`src/hw/sacc_regs.svh`:
```
`ifndef SACC_REGS_SVH
`define SACC_REGS_SVH
// -----------------------------------------------------------------------------
// register offsets (8-bit register index of the serial control port)
// -----------------------------------------------------------------------------
`define SACC_OFS_PWR_MGMT_ONE 8'h01
`define SACC_OFS_CLOCKING_ONE 8'h06
`define SACC_OFS_SPK_MIX_ATTN 8'h22
`define SACC_OFS_SPK_DRV_CTRL 8'h25
`define SACC_OFS_CLOCKING_FOUR 8'h42
`define SACC_OFS_PWR_LIM_CTRL 8'h63
// -----------------------------------------------------------------------------
// field positions
// -----------------------------------------------------------------------------
`define SACC_BIT_OSCILLATOR_ENABLE 3
`define SACC_BIT_TO_HALVE_BYP 15
`define SACC_BIT_TO_ENA 14
`define SACC_BIT_LINEAR_MODE 12
`define SACC_BIT_FB_ATTEN 7
`define SACC_BIT_LIN_REF 6
`define SACC_BOOST_HI 5
`define SACC_BOOST_LO 3
`define SACC_BIT_TO_DIV16 8
`define SACC_BIT_TO_X4 7
`define SACC_BIT_PL_ENA 15
`define SACC_BIT_PL_RMS 12
`define SACC_THR_HI 11
`define SACC_THR_LO 8
`define SACC_ATK_HI 6
`define SACC_ATK_LO 4
`define SACC_DCY_HI 2
`define SACC_DCY_LO 0
// -----------------------------------------------------------------------------
// reset values
// -----------------------------------------------------------------------------
`define SACC_RST_BIT 1'b0
`define SACC_RST_PL_ENA 1'b1
`define SACC_RST_CODE3 3'h0
`define SACC_RST_CODE4 4'h0
// -----------------------------------------------------------------------------
// timing: fastest timeout period, class D and servo division ratios, sequencer tick prescaler value
// -----------------------------------------------------------------------------
`define SACC_CLK_MHZ 100
`define SACC_TO_MIN_PERIOD_US 1000
`define SACC_TO_BASE_CYCLES (`SACC_TO_MIN_PERIOD_US * `SACC_CLK_MHZ)
`define SACC_DIV_CLASSD 8'h08
`define SACC_DIV_SERVO 8'h40
`define SACC_DIV_SEQ 8'hC0
`endif

```
`src/hw/sacc_pkg.sv`:
```
package sacc_pkg;
  // speaker driver topology selected by the linear mode bit
  typedef enum logic {
    SACC_CLASS_D,
    SACC_CLASS_AB
  } sacc_drv_mode_t;
endpackage : sacc_pkg

```
`src/hw/sacc_ctrl_regs.sv`:
```
`timescale 1ns/10ps
`include "sacc_regs.svh"
module sacc_ctrl_regs #(
  parameter int unsigned TO_BASE_CYCLES = `SACC_TO_BASE_CYCLES
) (
  input wire logic clock,
  input wire logic rst_n,
  input wire logic reg_wr,
  input wire logic reg_rd,
  input wire logic [7:0] reg_addr,
  input wire logic [15:0] reg_wdata,
  output logic [15:0] reg_rdata,
  output logic reg_rvalid,
  input wire logic [2:0] anticlip_attack_rate,
  input wire logic anticlip_trigger,
  input wire logic power_trigger,
  output logic oscillator_enable,
  output logic classd_clk_tick,
  output logic servo_clk_tick,
  output logic sequencer_clk_tick,
  output logic timeout_clock,
  output sacc_pkg::sacc_drv_mode_t speaker_drive_mode,
  output logic speaker_feedback_attenuate,
  output logic [3:0] speaker_attenuation_db,
  output logic speaker_linear_reference_sel,
  output logic [4:0] speaker_boost_half_db,
  output logic power_limit_enable,
  output logic power_measure_rms_sel,
  output logic [10:0] power_limit_threshold_mw,
  output logic [15:0] gain_reduce_rate_tenth_ms,
  output logic [12:0] gain_recover_rate_ms,
  output logic gain_recover_power_sel
);
  import sacc_pkg::*;

  // ---------------------------------------------------------------------------
  // helper functions
  // ---------------------------------------------------------------------------
  // timeout period in cycles: base times 2 (no bypass), 4 (no x4), 16 (div16)
  function automatic logic [31:0] to_period(input logic byp, input logic x4,
                                            input logic d16);
    logic [2:0] sh;
    sh = {2'b00, ~byp} + {1'b0, ~x4, 1'b0} + {d16, 2'b00};
    return TO_BASE_CYCLES << sh;
  endfunction : to_period
  // power-limit attack rate in ms per 6 dB
  function automatic logic [12:0] pl_attack_ms(input logic [2:0] c);
    logic [12:0] t [8];
    t = '{13'h078, 13'h1E0, 13'h348, 13'h4B0, 13'h690, 13'h7F8, 13'hAC8, 13'hFF0};
    return t[c];
  endfunction : pl_attack_ms
  // power-limit decay rate in ms per 6 dB
  function automatic logic [12:0] pl_decay_ms(input logic [2:0] c);
    logic [12:0] t [8];
    t = '{13'h438, 13'h4B0, 13'h528, 13'h690, 13'h7F8, 13'hAC8, 13'hFF0, 13'h1FE0};
    return t[c];
  endfunction : pl_decay_ms
  // anti-clip attack rate in tenths of ms per 6 dB
  function automatic logic [15:0] clip_attack_tenth(input logic [2:0] c);
    logic [15:0] t [8];
    t = '{16'h0006, 16'h0036, 16'h0066, 16'h0096, 16'h00C6, 16'h00F6, 16'h0126, 16'h0155};
    return t[c];
  endfunction : clip_attack_tenth

  // ---------------------------------------------------------------------------
  // register storage
  // ---------------------------------------------------------------------------
  logic oscillator_enable_r; // system clock oscillator enable
  logic to_ena_r; // timeout clock gate
  logic to_byp_r; // 1 = skip the divide by two
  logic to_x4_r; // 1 = four times faster
  logic to_d16_r; // 1 = sixteen times slower
  logic lin_mode_r; // 1 = Class AB
  logic fb_att_r; // feedback attenuation request
  logic lin_ref_r; // Class AB reference select
  logic [2:0] boost_r; // speaker boost code
  logic pl_ena_r; // power limiter enable
  logic pl_rms_r; // power measurement mode
  logic [3:0] pl_thr_r; // power threshold code
  logic [2:0] pl_atk_r; // power attack code
  logic [2:0] pl_dcy_r; // power decay code
  // each register only takes its documented bits; the rest are dropped
  always_ff @(posedge clock or negedge rst_n) begin
    if (!rst_n) begin
      oscillator_enable_r <= `SACC_RST_BIT;
      to_ena_r <= `SACC_RST_BIT;
      to_byp_r <= `SACC_RST_BIT;
      to_x4_r <= `SACC_RST_BIT;
      to_d16_r <= `SACC_RST_BIT;
      lin_mode_r <= `SACC_RST_BIT;
      fb_att_r <= `SACC_RST_BIT;
      lin_ref_r <= `SACC_RST_BIT;
      boost_r <= `SACC_RST_CODE3;
      pl_ena_r <= `SACC_RST_PL_ENA;
      pl_rms_r <= `SACC_RST_BIT;
      pl_thr_r <= `SACC_RST_CODE4;
      pl_atk_r <= `SACC_RST_CODE3;
      pl_dcy_r <= `SACC_RST_CODE3;
    end else if (reg_wr) begin
      case (reg_addr)
        `SACC_OFS_PWR_MGMT_ONE: oscillator_enable_r <= reg_wdata[`SACC_BIT_OSCILLATOR_ENABLE];
        `SACC_OFS_CLOCKING_ONE: begin
          to_byp_r <= reg_wdata[`SACC_BIT_TO_HALVE_BYP];
          to_ena_r <= reg_wdata[`SACC_BIT_TO_ENA];
        end
        `SACC_OFS_SPK_MIX_ATTN: lin_mode_r <= reg_wdata[`SACC_BIT_LINEAR_MODE];
        `SACC_OFS_SPK_DRV_CTRL: begin
          fb_att_r <= reg_wdata[`SACC_BIT_FB_ATTEN];
          lin_ref_r <= reg_wdata[`SACC_BIT_LIN_REF];
          boost_r <= reg_wdata[`SACC_BOOST_HI:`SACC_BOOST_LO];
        end
        `SACC_OFS_CLOCKING_FOUR: begin
          to_d16_r <= reg_wdata[`SACC_BIT_TO_DIV16];
          to_x4_r <= reg_wdata[`SACC_BIT_TO_X4];
        end
        `SACC_OFS_PWR_LIM_CTRL: begin
          pl_ena_r <= reg_wdata[`SACC_BIT_PL_ENA];
          pl_rms_r <= reg_wdata[`SACC_BIT_PL_RMS];
          pl_thr_r <= reg_wdata[`SACC_THR_HI:`SACC_THR_LO];
          pl_atk_r <= reg_wdata[`SACC_ATK_HI:`SACC_ATK_LO];
          pl_dcy_r <= reg_wdata[`SACC_DCY_HI:`SACC_DCY_LO];
        end
        default: begin
          // unmapped index: write ignored
        end
      endcase
    end
  end
  // ---------------------------------------------------------------------------
  // read port: data one cycle after the read strobe, unmapped reads zero
  // ---------------------------------------------------------------------------
  always_ff @(posedge clock or negedge rst_n) begin
    if (!rst_n) begin
      reg_rdata <= 16'h0000;
      reg_rvalid <= 1'b0;
    end else begin
      reg_rvalid <= reg_rd;
      if (reg_rd) begin
        reg_rdata <= 16'h0000;
        case (reg_addr)
          `SACC_OFS_PWR_MGMT_ONE: reg_rdata[`SACC_BIT_OSCILLATOR_ENABLE] <= oscillator_enable_r;
          `SACC_OFS_CLOCKING_ONE: begin
            reg_rdata[`SACC_BIT_TO_HALVE_BYP] <= to_byp_r;
            reg_rdata[`SACC_BIT_TO_ENA] <= to_ena_r;
          end
          `SACC_OFS_SPK_MIX_ATTN: reg_rdata[`SACC_BIT_LINEAR_MODE] <= lin_mode_r;
          `SACC_OFS_SPK_DRV_CTRL: begin
            reg_rdata[`SACC_BIT_FB_ATTEN] <= fb_att_r;
            reg_rdata[`SACC_BIT_LIN_REF] <= lin_ref_r;
            reg_rdata[`SACC_BOOST_HI:`SACC_BOOST_LO] <= boost_r;
          end
          `SACC_OFS_CLOCKING_FOUR: begin
            reg_rdata[`SACC_BIT_TO_DIV16] <= to_d16_r;
            reg_rdata[`SACC_BIT_TO_X4] <= to_x4_r;
          end
          `SACC_OFS_PWR_LIM_CTRL: begin
            reg_rdata[`SACC_BIT_PL_ENA] <= pl_ena_r;
            reg_rdata[`SACC_BIT_PL_RMS] <= pl_rms_r;
            reg_rdata[`SACC_THR_HI:`SACC_THR_LO] <= pl_thr_r;
            reg_rdata[`SACC_ATK_HI:`SACC_ATK_LO] <= pl_atk_r;
            reg_rdata[`SACC_DCY_HI:`SACC_DCY_LO] <= pl_dcy_r;
          end
          default: reg_rdata <= 16'h0000;
        endcase
      end
    end
  end
  // ---------------------------------------------------------------------------
  // internal clock dividers, all running off the gated system clock
  // ---------------------------------------------------------------------------
  logic [7:0] sys_div_r; // free-running prescaler, cleared while oscillator off
  always_ff @(posedge clock or negedge rst_n) begin
    if (!rst_n) begin
      sys_div_r <= 8'h00;
    end else if (oscillator_enable_r) begin
      sys_div_r <= sys_div_r + 8'h01;
    end else begin
      sys_div_r <= 8'h00;
    end
  end
  // ticks mark the end of each sub-clock period; none while stopped
  assign classd_clk_tick = oscillator_enable_r
                           && ((sys_div_r & (`SACC_DIV_CLASSD - 8'h01)) == 8'h00);
  assign servo_clk_tick = oscillator_enable_r && ((sys_div_r & (`SACC_DIV_SERVO - 8'h01)) == 8'h00);
  assign sequencer_clk_tick = oscillator_enable_r && (sys_div_r == `SACC_DIV_SEQ);
  assign oscillator_enable = oscillator_enable_r;
  // ---------------------------------------------------------------------------
  // timeout clock: one-cycle enable pulse at the selected rate
  // ---------------------------------------------------------------------------
  logic [31:0] to_cnt_r; // cycles since the last timeout pulse
  logic [31:0] to_last; // terminal count for the current rate bits
  logic to_run; // counter may run
  assign to_last = to_period(to_byp_r, to_x4_r, to_d16_r) - 32'd1;
  assign to_run = oscillator_enable_r && to_ena_r;
  // a rate change mid-period takes effect at once; >= avoids a long wrap
  always_ff @(posedge clock or negedge rst_n) begin
    if (!rst_n) begin
      to_cnt_r <= 32'd0;
      timeout_clock <= 1'b0;
    end else if (!to_run) begin
      to_cnt_r <= 32'd0;
      timeout_clock <= 1'b0;
    end else if (to_cnt_r >= to_last) begin
      to_cnt_r <= 32'd0;
      timeout_clock <= 1'b1;
    end else begin
      to_cnt_r <= to_cnt_r + 32'd1;
      timeout_clock <= 1'b0;
    end
  end
  // ---------------------------------------------------------------------------
  // speaker driver settings
  // ---------------------------------------------------------------------------
  assign speaker_drive_mode = lin_mode_r ? SACC_CLASS_AB : SACC_CLASS_D;
  assign speaker_feedback_attenuate = fb_att_r && lin_mode_r;
  assign speaker_attenuation_db = speaker_feedback_attenuate ? 4'hC : 4'h0;
  assign speaker_linear_reference_sel = lin_ref_r;
  // 1.5 dB steps are 3 half-dB steps; top code jumps to 12 dB in either mode
  // widen before the product so code 6 (18 half-dB) is not cut to three bits
  assign speaker_boost_half_db = (boost_r == 3'h7) ? 5'h18
                                 : 5'(boost_r) * 5'h03;
  // ---------------------------------------------------------------------------
  // power limiter settings and rate arbitration with anti-clip
  // ---------------------------------------------------------------------------
  logic [1:0] clip_sync_r; // pin-side trigger synchroniser
  logic [1:0] pwr_sync_r; // pin-side trigger synchroniser
  always_ff @(posedge clock or negedge rst_n) begin
    if (!rst_n) begin
      clip_sync_r <= 2'b00;
      pwr_sync_r <= 2'b00;
    end else begin
      clip_sync_r <= {clip_sync_r[0], anticlip_trigger};
      pwr_sync_r <= {pwr_sync_r[0], power_trigger};
    end
  end
  logic pwr_hit; // power threshold met while the limiter is on
  assign pwr_hit = pwr_sync_r[1] && pl_ena_r;
  assign power_limit_enable = pl_ena_r;
  assign power_measure_rms_sel = pl_rms_r;
  // products are widened first: 50 mW steps and x10 overflow the code width
  assign power_limit_threshold_mw = 11'h12C + 11'(pl_thr_r) * 11'h032;
  // joint trigger takes the faster clip attack but the power decay
  assign gain_reduce_rate_tenth_ms = clip_sync_r[1] ? clip_attack_tenth(anticlip_attack_rate)
                                     : 16'(pl_attack_ms(pl_atk_r)) * 16'h000A;
  assign gain_recover_power_sel = pwr_hit;
  assign gain_recover_rate_ms = pl_decay_ms(pl_dcy_r);
endmodule : sacc_ctrl_regs

```
`config.mk`:
```
export PLATFORM = sky130hd
export DESIGN_NAME = sacc_ctrl_regs
export DESIGN_NICKNAME = d
export VERILOG_FILES = /design/src/hw/sacc_pkg.sv /design/src/hw/sacc_ctrl_regs.sv
export VERILOG_INCLUDE_DIRS = /design/src /design/src/hw
export SDC_FILE = /design/constraint.sdc
export NUM_CORES = 1
export LEC_CHECK = 0
export BUFFER_PORTS_ARGS = -buffer_cell sky130_fd_sc_hd__buf_2
export CORE_MARGIN = 4
export CORE_UTILIZATION = 51
export CTS_CLUSTER_DIAMETER = 30
export DETAILED_ROUTE_END_ITERATION = 12
export PLACE_DENSITY = 0.83
export REMOVE_ABC_BUFFERS = 1
export SYNTH_ARGS = -nofsm -noshare
export SYNTH_HDL_FRONTEND = slang
export SYNTH_SLANG_ARGS = --single-unit
export TNS_END_PERCENT = 30
```
`constraint.sdc`:
```
create_clock -name clock -period 3.7 [get_ports clock]
set_clock_uncertainty 0.15 [all_clocks]
set_input_delay 0.555 -clock clock [delete_from_list [all_inputs] [get_ports clock]]
set_output_delay 0.555 -clock clock [all_outputs]
set_load 0.01 [all_outputs]
```
==> results.json <==
{
  "outcome": "finished with violations",
  "violations": "setup timing",
  "cap_viol_max_count": 0,
  "min_path_type": "in -> reg",
  "route.met3.wl_um": 601,
  "tightest_slew_ps": 1020,
  "slew_headroom": 0.322,
  "async_flop_share": 1.00,
  "ys.flop_type": "dfrtp_1",
  "seq_area_frac_synth": 0.375,
  "critPathSlowestCell": "dfrtp_2",
  "coreArea_um2": 10800,
  "drtAntennaViolNets": 0,
  "synth_common_cells": "dfrtp_1 (83), ha_1 (66), inv_1 (42)",
  "die-width_um": 113,
  "clkTransAtPathRegs_ps": 80,
  "dp_hpwl_um": 9360,
  "slowest_delay_ps": 450,
  "wl_met1_um": 5110,
  "grt_usage": 0.196,
  "syn_area_per_cell_um2": 9.76,
  "critPathTopFamily": "adder cells",
  "slew_viol_final": 0,
  "start_util": 0.520,
  "endpoint_kind": "output pin",
  "ys_top_cells_by_area": "dfrtp_1 (37%), ha_1 (15%), mux2_2 (5.0%)",
  "synth_most_common_cell": "dfrtp_1",
  "antenna_found_initial": 1,
  "cellPowerDensity_nw_per_um2": 294,
  "area_delta_synth_final_pct": 18.0,
  "fin_crit_sh": 1.01,
  "grt_max_degree": 85,
  "synth_edf_count": 0,
  "max-vdd-ir-drop_uv": 269,
  "drt_iter0_markers": 382,
  "crit_path_cell_trace": "buf_6 -> ha_2 -> mux2i_2 -> ha_1 -> ha_4 -> fa_2 -> a21o_1 -> a21oi_2 -> buf_4 -> xor2_1 -> nor2_1 -> buf_2",
  "grt_pass1_vias": 4434,
  "post_drt_wl_per_cell_um": 15.2,
  "place_congestion": 0.865,
  "p_leak_nw": 3.23,
  "cp.buffers_inverters": 3,
  "worstSetupPathType": "reg -> out",
  "clockBufferDepth": 2,
  "postCtsHoldBufs": 0,
  "finalSetupViolCount": 3,
  "fp.dieH_um": 113,
  "ys_types": 52,
  "finalPower_mw": 1.95,
  "numPortBuffers": 100,
  "final_layout_size_suffix_gt1_frac": 0.281,
  "cts_tree": "done",
  "grt_setup_unrepaired": "true",
  "ys_warn_count": 0,
  "dpl_worst_slack_ps": 41.4,
  "wl_um": 12600,
  "grt_pass1_wl_um": 20600,
  "critPathRequiredTime_ps": 2990,
  "grt_overflow": 0,
  "top_layer_used": "met4",
  "cts_made_buffers": 9,
  "crit_fanout": 4,
  "route.detailed.drc": 0,
  "critPathLaunchType": "flop",
  "cts_sinks": 84,
  "synth_area_leader_cell": "dfrtp_1",
  "num_rows": 38,
  "tns_ps": -75.2,
  "ys_ff_latch": 84,
  "nets": 789,
  "io_pins": 110,
  "cts_root_buf": "clkbuf_8",
  "vias": 4558,
  "syn-instance-count": 575,
  "fin_ws_ps": -47.8,
  "hold_viol": 0,
  "fp.dieArea_um2": 12700,
  "num-fill-cells": 894,
  "cp.arrival_ps": 3040,
  "period_minus_slack_ps": 3750,
  "clk_latency_ps": 360,
  "vias_per_cell": 5.48,
  "drt_pass1_iterations": 5,
  "syn_area_um2": 5610,
  "htree_levels": 3,
  "clock.fmax_mhz": 267,
  "synth_top_area_share": 0.370,
  "route.met2.wl_um": 6660
}
[where the power goes]
| group | switching (mW) | internal [mW] | total, mW |
|---|---|---|---|
| sequential | 0.0297 | 0.943 | 0.973 |
| clock | 0.313 | 0.241 | 0.554 |
| combinational | 0.233 | 0.190 | 0.423 |
[state kept, by name, indices dropped and copies added (netlist names), 3 cells and up]
register   count
pl_thr_r       4
sys_div_r      8
boost_r        3
pl_atk_r       3
to_cnt_r      32
pl_dcy_r       3
reg_rdata     15
[final cells by class]
type	instances	area, µm²	area share
diodes	1	2.50	0.000378
clock buffers	11	131	0.0198
clock inverters	4	27.5	0.00416
inverters	42	158	0.0238
multi-input cells	432	3360	0.507
flip-flops and latches	84	2110	0.318
well taps	140	175	0.0265
repair buffers	118	662	0.100
[timing repair]
| action | in CTS | in global routing |
|---|---|---|
| setup endpoints to repair | 7 | 30 |
| pin swaps | 2 | 11 |
| gates resized for setup | 8 | 28 |
| setup buffers | 2 | 5 |
[per-stage QoR]
| stage | cells | area [µm²] | hold WS (ps) | util |
|---|---|---|---|---|
| 2_1_floorplan | 558 | 5480 | 109 | - |
| 3_3_place_gp | 809 | 6250 | 188 | 0.579 |
| 3_5_place_dp | 809 | 6250 | 187 | 0.579 |
| 4_1_cts | 826 | 6450 | 138 | 0.597 |
| 5_1_grt | 832 | 6620 | 139 | 0.613 |
| 6_report | 832 | 6620 | 158 | 0.613 |
[worst reg2reg max path: cells and delay by family, from the launching register on]
kind            cells  cell delay [ps]
fa+ha+maj           2              740
compound gates      2              460
simple gates        5             1070
buf+inv             4              520
flops               1              440
[layer usage]
metal  GRT usage  up-vias
li1            -     2208
met1       0.233     2208
met2       0.352      123
met3      0.0401       19
met4      0.0649        0
met5           0        -
[logic make-up after synthesis]
logic type,count (synthesis),synth area share
simple gates,187,0.175
mux,33,0.0645
xor+xnor,47,0.0734
compound gates,80,0.0917
flops,84,0.375
other cells,1,0.000668
fa+ha+maj,70,0.160
buf+inv,73,0.0607
[cells in the final DEF, fill, tap and decap left out, types with 21 or more instances in the layout]
cell | Yosys | layout
xor2_1 | 21 | 21
ha_1 | 66 | 59
nand2_1 | 31 | 30
buf_2 | 2 | 99
xnor2_1 | 26 | 26
inv_1 | 42 | 40
a21oi_1 | 28 | 24
dfrtp_1 | 83 | 81
mux2_2 | 25 | 25
nand3_1 | 25 | 25
nor3_1 | 31 | 27
nor2_1 | 33 | 33
[worst paths after layout]
kind,from,to,slack (ps),cells after the start
setup / recovery,pl_atk_r[1],gain_reduce_rate_tenth_ms[11],-50,12
hold / removal,power_trigger,pwr_sync_r[0],160,1
setup reg to reg,to_x4_r,to_cnt_r[12],250,13
hold reg to reg,clip_sync_r[0],clip_sync_r[1],200,0
max in group asynchronous,rst_n,pl_atk_r[1],2460,1
min in group asynchronous,rst_n,pwr_sync_r[0],210,1
Note: power is estimated with default switching activity, not from simulation.
